### src/rtl/csup_regs.svh
// Constants for the compressor supervisor
// Summary of operation
// - Local mode: off button stops everything
// - Remote mode: only connector run/halt act
// - Off plus cold-head line: on runs head
// - Head-only run ends on off or 30 min
// - Power-up detects power loss; switch-off counts
// - After power loss, delayed automatic restart
// - Helium trip: five retries, 20 min apart
// - Reset or power loss clears helium trip
// - Remote: ignore reset first 19 min
// - Up/down scroll fixed list, wrapping
// - 30 s idle returns to first line
// - Cold-head line listed only when off
// - Faulted point shows error, goes top
// - Newest fault on top, older scrollable
// - Lost sensor shows fail status
// - Helium over 93 C is shutdown
// - Water temp and flow are alarms
// - Return pressure below 15 psig shutdown
// - Phase, motor, cable shutdowns; oil unused
// - Shutdown stops motors, signals connector, display
// - Local clearing only in local mode
// - Remote pulse, both buttons, power clear
// - Panel on/off only in local mode
// - Mode switch sampled only at power-up
`ifndef CSUP_REGS_SVH
`define CSUP_REGS_SVH
`define CSUP_CLK_NS        4
`define CSUP_SEC_NS        1000000000
`define CSUP_CH_RUN_S      11'd1800
`define CSUP_RETRY_S       11'd1200
`define CSUP_RESET_HOLD_S  11'd1140
`define CSUP_RESTART_S     11'd5
`define CSUP_IDLE_S        5'd30
`define CSUP_RETRY_MAX     3'd5
`define CSUP_ADR_CTRL      4'h0
`define CSUP_ADR_STATUS    4'h4
`define CSUP_ADR_DISP      4'h8
`define CSUP_CTRL_RESET    2'h3
`define CSUP_PT_HELIUM     3'd0
`define CSUP_PT_WTEMP      3'd1
`define CSUP_PT_WFLOW      3'd2
`define CSUP_PT_OIL        3'd6
`define CSUP_SHUTDOWN_MASK 8'hB9
`define CSUP_ALARM_MASK    8'h06
`define CSUP_LINE_ET       4'd0
`define CSUP_LINE_PT0      4'd1
`define CSUP_LINE_CH       4'd11
`define CSUP_LINE_LAST_RUN 4'd10
`endif

### src/rtl/csup_pkg.sv
// Types for the compressor supervisor
package csup_pkg;
    typedef enum logic [4:0] {
        ST_OFF     = 5'h01,
        ST_RUN     = 5'h02,
        ST_CH_ONLY = 5'h04,
        ST_PWR_DLY = 5'h08,
        ST_HE_WAIT = 5'h10
    } csup_state_t;
    typedef enum logic [1:0] {
        PS_OK   = 2'h0,
        PS_ERR  = 2'h1,
        PS_FAIL = 2'h2,
        PS_NONE = 2'h3
    } csup_pstat_t;
endpackage

### src/rtl/csup_supervisor.sv
// Compressor supervisor: run control, fault latching, status display, Wishbone
`timescale 1ns/1ps
`default_nettype none
`include "csup_regs.svh"
module csup_supervisor #(
    parameter int SEC_CYCLES = `CSUP_SEC_NS / `CSUP_CLK_NS
) (
    // Clock and reset
    input  wire logic        clk,
    input  wire logic        rst,
    // Wishbone slave
    input  wire logic        wb_cyc_i,
    input  wire logic        wb_stb_i,
    input  wire logic        wb_we_i,
    input  wire logic [3:0]  wb_adr_i,
    input  wire logic [3:0]  wb_sel_i,
    input  wire logic [31:0] wb_dat_i,
    output logic [31:0]      wb_dat_o,
    output logic             wb_ack_o,
    // Front panel
    input  wire logic        btn_on,
    input  wire logic        btn_off,
    input  wire logic        btn_up,
    input  wire logic        btn_down,
    input  wire logic        mode_remote,
    // Diagnostic connector, remote side
    input  wire logic        rem_run,
    input  wire logic        rem_halt,
    input  wire logic        rem_clear,
    output logic             rem_alarm,
    output logic             rem_shutdown,
    // Power-loss record kept across power cycles
    input  wire logic        nv_clean_stop,
    output logic             nv_clean_stop_set,
    // Fault comparators, one bit per monitored point
    input  wire logic        he_temp_hi,
    input  wire logic        water_temp_hi,
    input  wire logic        water_flow_lo,
    input  wire logic        motor_prot_open,
    input  wire logic        phase_fault,
    input  wire logic        ret_press_lo,
    input  wire logic        cable_mismatch,
    input  wire logic [7:0]  sensor_lost,
    // Outputs
    output logic             comp_on,
    output logic             coldhead_on,
    output logic [3:0]       disp_line,
    output logic [1:0]       disp_status
);

    csup_pkg::csup_state_t state_reg;
    csup_pkg::csup_state_t state_next;

    logic [31:0] sec_div_reg;
    logic        sec_tick;
    logic        started_reg;
    logic        remote_reg;
    logic [1:0]  ctrl_reg;
    logic [10:0] sec_cnt_reg;
    logic [2:0]  retry_reg;
    logic [7:0]  err_reg;
    logic [7:0]  fault_now;
    logic [7:0]  fault_new;
    logic [7:0]  fault_prev_reg;
    logic [2:0]  top_pt_reg;
    logic        any_err;
    logic        shutdown;
    logic        clear_req;
    logic        he_clear;
    logic [3:0]  line_reg;
    logic [4:0]  idle_reg;
    logic        idle_run_reg;
    logic        on_q_reg, off_q_reg, up_q_reg, dn_q_reg, clr_q_reg;
    logic        on_p, off_p, up_p, dn_p, clr_p, both_p;
    logic        run_cmd, stop_cmd;
    logic        timer_done;

    // Point index to display line
    function automatic logic [3:0] pt_line(input logic [2:0] pt);
        pt_line = `CSUP_LINE_PT0 + {1'b0, pt};
    endfunction

    // Whole seconds from the system clock
    always_ff @(posedge clk) begin
        if (rst || sec_tick) begin
            sec_div_reg <= 32'h0;
        end else begin
            sec_div_reg <= sec_div_reg + 32'h1;
        end
    end
    assign sec_tick = (sec_div_reg == SEC_CYCLES - 1);

    always_ff @(posedge clk) begin
        if (rst) begin
            started_reg <= 1'b0;
            remote_reg  <= 1'b0;
        end else if (!started_reg) begin
            started_reg <= 1'b1;
            remote_reg  <= mode_remote;
        end
    end

    // Button edge detection
    always_ff @(posedge clk) begin
        if (rst) begin
            on_q_reg  <= 1'b0;
            off_q_reg <= 1'b0;
            up_q_reg  <= 1'b0;
            dn_q_reg  <= 1'b0;
            clr_q_reg <= 1'b0;
        end else begin
            on_q_reg  <= btn_on;
            off_q_reg <= btn_off;
            up_q_reg  <= btn_up;
            dn_q_reg  <= btn_down;
            clr_q_reg <= rem_clear;
        end
    end
    assign on_p   = btn_on & ~on_q_reg;
    assign off_p  = btn_off & ~off_q_reg;
    assign up_p   = btn_up & ~up_q_reg;
    assign dn_p   = btn_down & ~dn_q_reg;
    assign clr_p  = rem_clear & ~clr_q_reg;
    // Both held, either edge completes the chord
    assign both_p = btn_up & btn_down & (up_p | dn_p);

    // remote run and halt; panel only when local
    assign run_cmd  = started_reg & (remote_reg ? rem_run : on_p);
    assign stop_cmd = started_reg & (remote_reg ? rem_halt : off_p);

    assign fault_now = {cable_mismatch, 1'b0, ret_press_lo, phase_fault, motor_prot_open,
                        water_flow_lo, water_temp_hi, he_temp_hi}
                       | (sensor_lost & ~(8'h1 << `CSUP_PT_OIL));
    assign fault_new = fault_now & ~fault_prev_reg;

    // local chord only in local mode; remote pulse
    assign clear_req = remote_reg ? clr_p : both_p;
    // remote clear held off early in each retry interval
    assign he_clear  = clear_req && !(remote_reg && state_reg == csup_pkg::ST_HE_WAIT
                                      && sec_cnt_reg > `CSUP_RETRY_S - `CSUP_RESET_HOLD_S);

    // Error latches, a new fault wins over a clear
    always_ff @(posedge clk) begin
        if (rst) begin
            err_reg        <= 8'h0;
            fault_prev_reg <= 8'h0;
        end else begin
            fault_prev_reg <= fault_now;
            if (clear_req) begin
                err_reg[7:1] <= fault_now[7:1];
            end else begin
                err_reg[7:1] <= err_reg[7:1] | fault_now[7:1];
            end
            // helium latch, also freed by an automatic retry
            if (he_clear || (state_reg == csup_pkg::ST_HE_WAIT && timer_done)) begin
                err_reg[0] <= fault_now[0];
            end else begin
                err_reg[0] <= err_reg[0] | fault_now[0];
            end
        end
    end

    assign any_err  = |err_reg;
    // shutdown class stops motors; alarms do not
    assign shutdown = |(err_reg & `CSUP_SHUTDOWN_MASK);

    // Connector indications
    always_ff @(posedge clk) begin
        if (rst) begin
            rem_alarm    <= 1'b0;
            rem_shutdown <= 1'b0;
        end else begin
            rem_alarm    <= |(err_reg & `CSUP_ALARM_MASK);
            rem_shutdown <= shutdown;
        end
    end

    // Newest fault becomes the top of the list
    always_ff @(posedge clk) begin
        if (rst) begin
            top_pt_reg <= 3'd0;
        end else begin
            for (int i = 0; i < 8; i++) begin
                if (fault_new[i]) begin
                    top_pt_reg <= 3'(i);
                end
            end
        end
    end

    assign timer_done = (sec_cnt_reg == 11'd0);

    // Run state machine
    always_comb begin
        state_next = state_reg;
        case (state_reg)
            csup_pkg::ST_OFF: begin
                if (!started_reg) begin
                    state_next = csup_pkg::ST_OFF;
                // head-only start from the selection line
                end else if (!remote_reg && on_p && line_reg == `CSUP_LINE_CH && !shutdown) begin
                    state_next = csup_pkg::ST_CH_ONLY;
                end else if (run_cmd && !shutdown) begin
                    state_next = csup_pkg::ST_RUN;
                end
            end
            csup_pkg::ST_PWR_DLY: begin
                if (shutdown || stop_cmd) begin
                    state_next = csup_pkg::ST_OFF;
                end else if (timer_done) begin
                    state_next = csup_pkg::ST_RUN;
                end
            end
            csup_pkg::ST_RUN: begin
                // helium trip enters the retry wait
                if (err_reg[0] && retry_reg < `CSUP_RETRY_MAX) begin
                    state_next = csup_pkg::ST_HE_WAIT;
                end else if (shutdown || stop_cmd) begin
                    state_next = csup_pkg::ST_OFF;
                end
            end
            csup_pkg::ST_CH_ONLY: begin
                // off press or run timer expiry
                if (off_p || timer_done || shutdown) begin
                    state_next = csup_pkg::ST_OFF;
                end
            end
            csup_pkg::ST_HE_WAIT: begin
                if (stop_cmd) begin
                    state_next = csup_pkg::ST_OFF;
                end else if (!err_reg[0] && !(shutdown & ~err_reg[0])) begin
                    state_next = csup_pkg::ST_RUN;
                end else if (err_reg[0] && retry_reg == `CSUP_RETRY_MAX) begin
                    state_next = csup_pkg::ST_OFF;
                end
            end
            default: begin
                state_next = csup_pkg::ST_OFF;
            end
        endcase
    end

    always_ff @(posedge clk) begin
        if (rst) begin
            state_reg <= csup_pkg::ST_OFF;
        end else if (!started_reg) begin
            // no clean-stop record means power was lost
            if (!nv_clean_stop && ctrl_reg[0]) begin
                state_reg <= csup_pkg::ST_PWR_DLY;
            end
        end else begin
            state_reg <= state_next;
        end
    end

    // Shared seconds timer, loaded on each state entry or retry
    always_ff @(posedge clk) begin
        if (rst || !started_reg) begin
            sec_cnt_reg <= `CSUP_RESTART_S;
        end else if (state_next != state_reg || (state_reg == csup_pkg::ST_HE_WAIT && timer_done)) begin
            case (state_next)
                csup_pkg::ST_CH_ONLY: sec_cnt_reg <= `CSUP_CH_RUN_S;
                csup_pkg::ST_HE_WAIT: sec_cnt_reg <= `CSUP_RETRY_S;
                default:              sec_cnt_reg <= `CSUP_RESTART_S;
            endcase
        end else if (sec_tick && !timer_done) begin
            sec_cnt_reg <= sec_cnt_reg - 11'd1;
        end
    end

    // Retry attempts
    always_ff @(posedge clk) begin
        if (rst || he_clear) begin
            retry_reg <= 3'd0;
        end else if (state_reg == csup_pkg::ST_HE_WAIT && timer_done && ctrl_reg[1]) begin
            retry_reg <= retry_reg + 3'd1;
        end
    end

    // Motor outputs and power-loss record
    always_ff @(posedge clk) begin
        if (rst) begin
            comp_on           <= 1'b0;
            coldhead_on       <= 1'b0;
            nv_clean_stop_set <= 1'b1;
        end else begin
            // motors off on shutdown; head only
            comp_on     <= (state_reg == csup_pkg::ST_RUN) && !shutdown;
            coldhead_on <= (state_reg == csup_pkg::ST_RUN || state_reg == csup_pkg::ST_CH_ONLY)
                           && !shutdown;
            // main switch off leaves the record dirty
            nv_clean_stop_set <= !(state_reg == csup_pkg::ST_RUN || state_reg == csup_pkg::ST_HE_WAIT);
        end
    end

    // Display line selection
    always_ff @(posedge clk) begin
        if (rst) begin
            line_reg     <= `CSUP_LINE_ET;
            idle_reg     <= 5'd0;
            idle_run_reg <= 1'b0;
        end else if (|fault_new) begin
            // faulted point jumps to the top
            line_reg     <= `CSUP_LINE_ET;
            idle_run_reg <= 1'b0;
        end else if ((up_p ^ dn_p) && !both_p) begin
            idle_reg     <= `CSUP_IDLE_S;
            idle_run_reg <= 1'b1;
            // wrap both ways; head line only when off
            if (up_p) begin
                if (line_reg == `CSUP_LINE_ET) begin
                    line_reg <= (state_reg == csup_pkg::ST_OFF) ? `CSUP_LINE_CH : `CSUP_LINE_LAST_RUN;
                end else begin
                    line_reg <= line_reg - 4'd1;
                end
            end else begin
                if (line_reg == `CSUP_LINE_CH ||
                    (line_reg == `CSUP_LINE_LAST_RUN && state_reg != csup_pkg::ST_OFF)) begin
                    line_reg <= `CSUP_LINE_ET;
                end else begin
                    line_reg <= line_reg + 4'd1;
                end
            end
        end else if (idle_run_reg && sec_tick) begin
            // idle timeout back to the first line
            if (idle_reg == 5'd1) begin
                line_reg     <= `CSUP_LINE_ET;
                idle_run_reg <= 1'b0;
            end
            idle_reg <= idle_reg - 5'd1;
        end else if (line_reg == `CSUP_LINE_CH && state_reg != csup_pkg::ST_OFF
                     && state_reg != csup_pkg::ST_CH_ONLY) begin
            line_reg <= `CSUP_LINE_ET;
        end
    end

    // Line and status shown; with errors the top line is the newest fault
    always_ff @(posedge clk) begin
        if (rst) begin
            disp_line   <= `CSUP_LINE_ET;
            disp_status <= csup_pkg::PS_NONE;
        end else begin
            disp_line <= (line_reg == `CSUP_LINE_ET && any_err) ? pt_line(top_pt_reg) : line_reg;
            if (disp_line >= `CSUP_LINE_PT0 && disp_line < `CSUP_LINE_PT0 + 4'd8) begin
                if (sensor_lost[3'(disp_line - `CSUP_LINE_PT0)]
                    && 3'(disp_line - `CSUP_LINE_PT0) != `CSUP_PT_OIL) begin
                    disp_status <= csup_pkg::PS_FAIL;
                end else if (err_reg[3'(disp_line - `CSUP_LINE_PT0)]) begin
                    disp_status <= csup_pkg::PS_ERR;
                end else begin
                    disp_status <= csup_pkg::PS_OK;
                end
            end else begin
                disp_status <= csup_pkg::PS_NONE;
            end
        end
    end

    // Wishbone slave, one wait state, unmapped reads zero
    always_ff @(posedge clk) begin
        if (rst) begin
            wb_ack_o <= 1'b0;
        end else begin
            wb_ack_o <= wb_cyc_i & wb_stb_i & ~wb_ack_o;
        end
    end

    always_ff @(posedge clk) begin
        if (rst) begin
            ctrl_reg <= `CSUP_CTRL_RESET;
        end else if (wb_cyc_i && wb_stb_i && wb_we_i && wb_ack_o && wb_sel_i[0]
                     && wb_adr_i == `CSUP_ADR_CTRL) begin
            ctrl_reg <= wb_dat_i[1:0];
        end
    end

    always_ff @(posedge clk) begin
        if (rst) begin
            wb_dat_o <= 32'h0;
        end else if (wb_cyc_i && wb_stb_i && !wb_ack_o) begin
            if (wb_adr_i == `CSUP_ADR_CTRL) begin
                wb_dat_o <= {30'h0, ctrl_reg};
            end else if (wb_adr_i == `CSUP_ADR_STATUS) begin
                wb_dat_o <= {8'h0, err_reg, 4'h0, remote_reg, retry_reg, 3'h0, state_reg};
            end else if (wb_adr_i == `CSUP_ADR_DISP) begin
                wb_dat_o <= {26'h0, disp_status, disp_line};
            end else begin
                wb_dat_o <= 32'h0;
            end
        end
    end

endmodule
`default_nettype wire

### config.mk
export PLATFORM = sky130hd
export DESIGN_NAME = csup_supervisor
export DESIGN_NICKNAME = d
export VERILOG_FILES = /design/src/rtl/csup_pkg.sv /design/src/rtl/csup_supervisor.sv
export VERILOG_INCLUDE_DIRS = /design/src /design/src/rtl
export SDC_FILE = /design/constraint.sdc
export NUM_CORES = 1
export LEC_CHECK = 0
export BUFFER_PORTS_ARGS = -buffer_cell sky130_fd_sc_hd__buf_2
export CAP_MARGIN = 20
export CORE_ASPECT_RATIO = 1.5
export CORE_MARGIN = 2
export CORE_UTILIZATION = 55
export CTS_CLUSTER_SIZE = 10
export DETAILED_ROUTE_END_ITERATION = 7
export HOLD_SLACK_MARGIN = 0.02
export PLACE_DENSITY = 0.8
export SYNTH_ARGS = -nofsm -noshare
export SYNTH_HDL_FRONTEND = slang
export SYNTH_SLANG_ARGS = --single-unit
### constraint.sdc
create_clock -name clk -period 7.6 [get_ports clk]
set_input_delay 1.52 -clock clk [delete_from_list [all_inputs] [get_ports clk]]
set_output_delay 1.52 -clock clk [all_outputs]
set_load 0.005 [all_outputs]
==> impl_results.md <==
- WHS Endpoint: sec_div_reg[0]$_SDFF_PP0_
- Post-synth top area share: 0.417
- Final setup viols: 0
- IO Pins: approximately 110
- Relative slew slack: 0.563
- Vias per cell: 5.87
- Die Height: 128 µm
- Most frequent cells in the layout: 123 x nor2_1, 117 x dfxtp_1, 65 x buf_2
- Layout area overhead: 17.1%
- Total CTS buffers: 17
- Starting density of the core: 0.561
- I/O Buffers: 65
- Top cells by area, synth: dfxtp_1 42%, nor2_1 8.2%, xor2_1 4.7%
- Die width: 86.5 µm
- Ys Warns: 0
- EDFF count, synth: 0
- WL final: 13300 µm
- Max reg flops: 32
- Mapped Cells: 666
- Final hold slack: 435 ps
- Sink Count: 117
- P_leak: between 2 and 3 nW
- Peak supply drop: 174 µV
- Status: complete, no violations
- Total Routing Usage GR: 0.246
- Routed Antenna Nets: 0
- Grt ovf: 0
- RSZ-0062 raised after global routing: no
- Htree depth: 4
- Hold Path Origin: sec_div_reg[0]$_SDFF_PP0_
- Unique masters post-synth: 67
- Reg2reg setup slack: 4510 ps
- DRT Pass-1 Iters: 5
- Pwr per Cell Area: 244 mW/mm²
- Clk root buf: clkbuf_16
- WL/cell: 15.5 µm
- Setup bufs post-CTS: 0
- Row Count: 45
- Final net count: 808
- Core area: 0.0100 mm²
- Final Core Density: 0.657
- Fmax achieved: 282 MHz
- CTS Hold Buffers Added: 0
- Worst setup EP type: flop
- Clk_lat worst skew: 410 ps
- Post-Syn Area: about 0.0056 mm²
- Reg2Reg Depth: 10
- Design Area, Final: 0.00658 mm²
- Worst Path Required: 7900 ps
- Final hold violations: 0
- #FFs+latches synth: 117
- CTS resizes: 0
- Crit Path Class: in -> reg
- Final Non-Filler Cells: around 860
- Worst Hold Path Cells: 1
- Clock skew: 8.42 ps
- Share of cells above drive strength 1: 0.161
- Vias in the first global route: ~5000
- Final HPWL DP: around 9500 µm
- Fin crit share: 0.467
- Pre-CTS WS: between 3000 and 4000 ps
- Setup TNS: 0 ps
- Worst setup margin: just over 4000 ps
- Element type at the critical path start: input port
- Avg Inst Size Synth: between 8 and 9 µm²
- Placed Instances: 822
- Primary FF master, synth: dfxtp_1
- CP max FO: 8
- TritonCTS clock tree: built
- Area after DPL: about 0.0059 mm²
- RD Place Congestion: 0.906
- Reg2reg start: sec_cnt_reg[0]$_SDFFE_PP1P_
- # DRC: 0
- Asr flop ratio synth: 0
- Fin crit period: ~3500 ps
- Largest net degree at the start of global routing: 59
- Max Cap Viol: 0
- Crit path arrival time: 3850 ps
- Largest area contributor in the netlist: dfxtp_1
- First-pass GRT wire length: 21800 µm
- Pwr Total: 1.61 mW
- N_diodes: 0
- Hold Crit Class: reg -> reg
- Count of pins over their slew limit: 0
- Post-synthesis sequential area ratio: 0.417
- RR Endpoint: sec_cnt_reg[9]$_SDFFE_PP0P_
- DR vias: around 5000
- Worst Tran Pin Value: 647 ps
- Commonest non-fill, non-tap cell in the layout: nor2_1
- Clk slew on worst S/H paths: about 50 ps
- Clock buffer depth: 2
- Die footprint: 0.0111 mm²
- Initial DRC count: between 300 and 400
- Initial antenna violation count: 0
==> critical path: stages <==
cell and delay [ps]:
buf_2 110, nor4bb_1 140, a31oi_2 350, nand2_1 130, o21ai_0 150, nand4_1 110
or4b_1 670, or3_4 440, o211a_1 220
==> logic make-up after synthesis <==
logic type / share of synthesized area
simple gates: 0.258
compound gates: 0.146
flops: 0.417
buf+inv: 0.0514
xor+xnor: 0.0686
fa+ha+maj: 0.0312
mux: 0.0280
other cells: 0.000667
==> cell usage after synthesis (4+ instances only) <==
library cell / number
a211oi_1: 5
a21o_1: 6
a21oi_1: 28
a22oi_1: 20
and2_1: 4
and3_1: 6
and4_1: 4
buf_2: 6
buf_4: 15
clkbuf_1: 17
dfxtp_1: 117
ha_1: 14
inv_1: 16
mux2i_1: 9
nand2_1: 58
nand2b_1: 7
nand3_1: 25
nand4_1: 11
nor2_1: 123
nor2b_1: 11
nor3_1: 18
nor3b_1: 4
nor4_1: 4
o21ai_0: 25
or3_1: 6
xnor2_1: 14
xor2_1: 30
==> worst max path at each step <==
stage | cells past startpoint | endpoint | start
6_report | 9 | sec_cnt_reg[9]$_SDFFE_PP0P_ | btn_off
5_1_grt | 9 | sec_cnt_reg[9]$_SDFFE_PP0P_ | btn_off
4_1_cts | 9 | sec_cnt_reg[9]$_SDFFE_PP0P_ | btn_off
3_5_place_dp | 9 | sec_cnt_reg[9]$_SDFFE_PP0P_ | btn_off
3_3_place_gp | 9 | sec_cnt_reg[8]$_SDFFE_PP0P_ | btn_off
2_1_floorplan | 9 | sec_cnt_reg[3]$_SDFFE_PP0P_ | btn_off
==> layout make-up <==
class	instances	area (µm²)
sequential	117	2340
tap	117	146
multi-input combinational	504	3040
clock buffer	18	439
clock inverter	14	199
inverter	17	63.8
fill	815	3440
timing repair buffer	68	352
==> per-layer routing <==
layer | routed length (µm) | vias up | part of all wire | track usage
met2 | 6910 | 209 | 0.52 | 0.444
met4 | 453 | 0 | 0.034 | 0.128
met1 | 5080 | 2340 | 0.38 | 0.256
met3 | 801 | 45 | 0.060 | 0.0618
li1 | - | 2428 | - | -
met5 | 0 | - | 0 | 0
==> power breakdown <==
part / internal, mW / switching [mW] / total [mW]
Clock: 0.560 / 0.285 / 0.845
Combinational: 0.0472 / 0.0642 / 0.111
Sequential: 0.632 / 0.0192 / 0.651
Total: 1.24 / 0.369 / 1.61
Power figures use the tool's default switching activity.
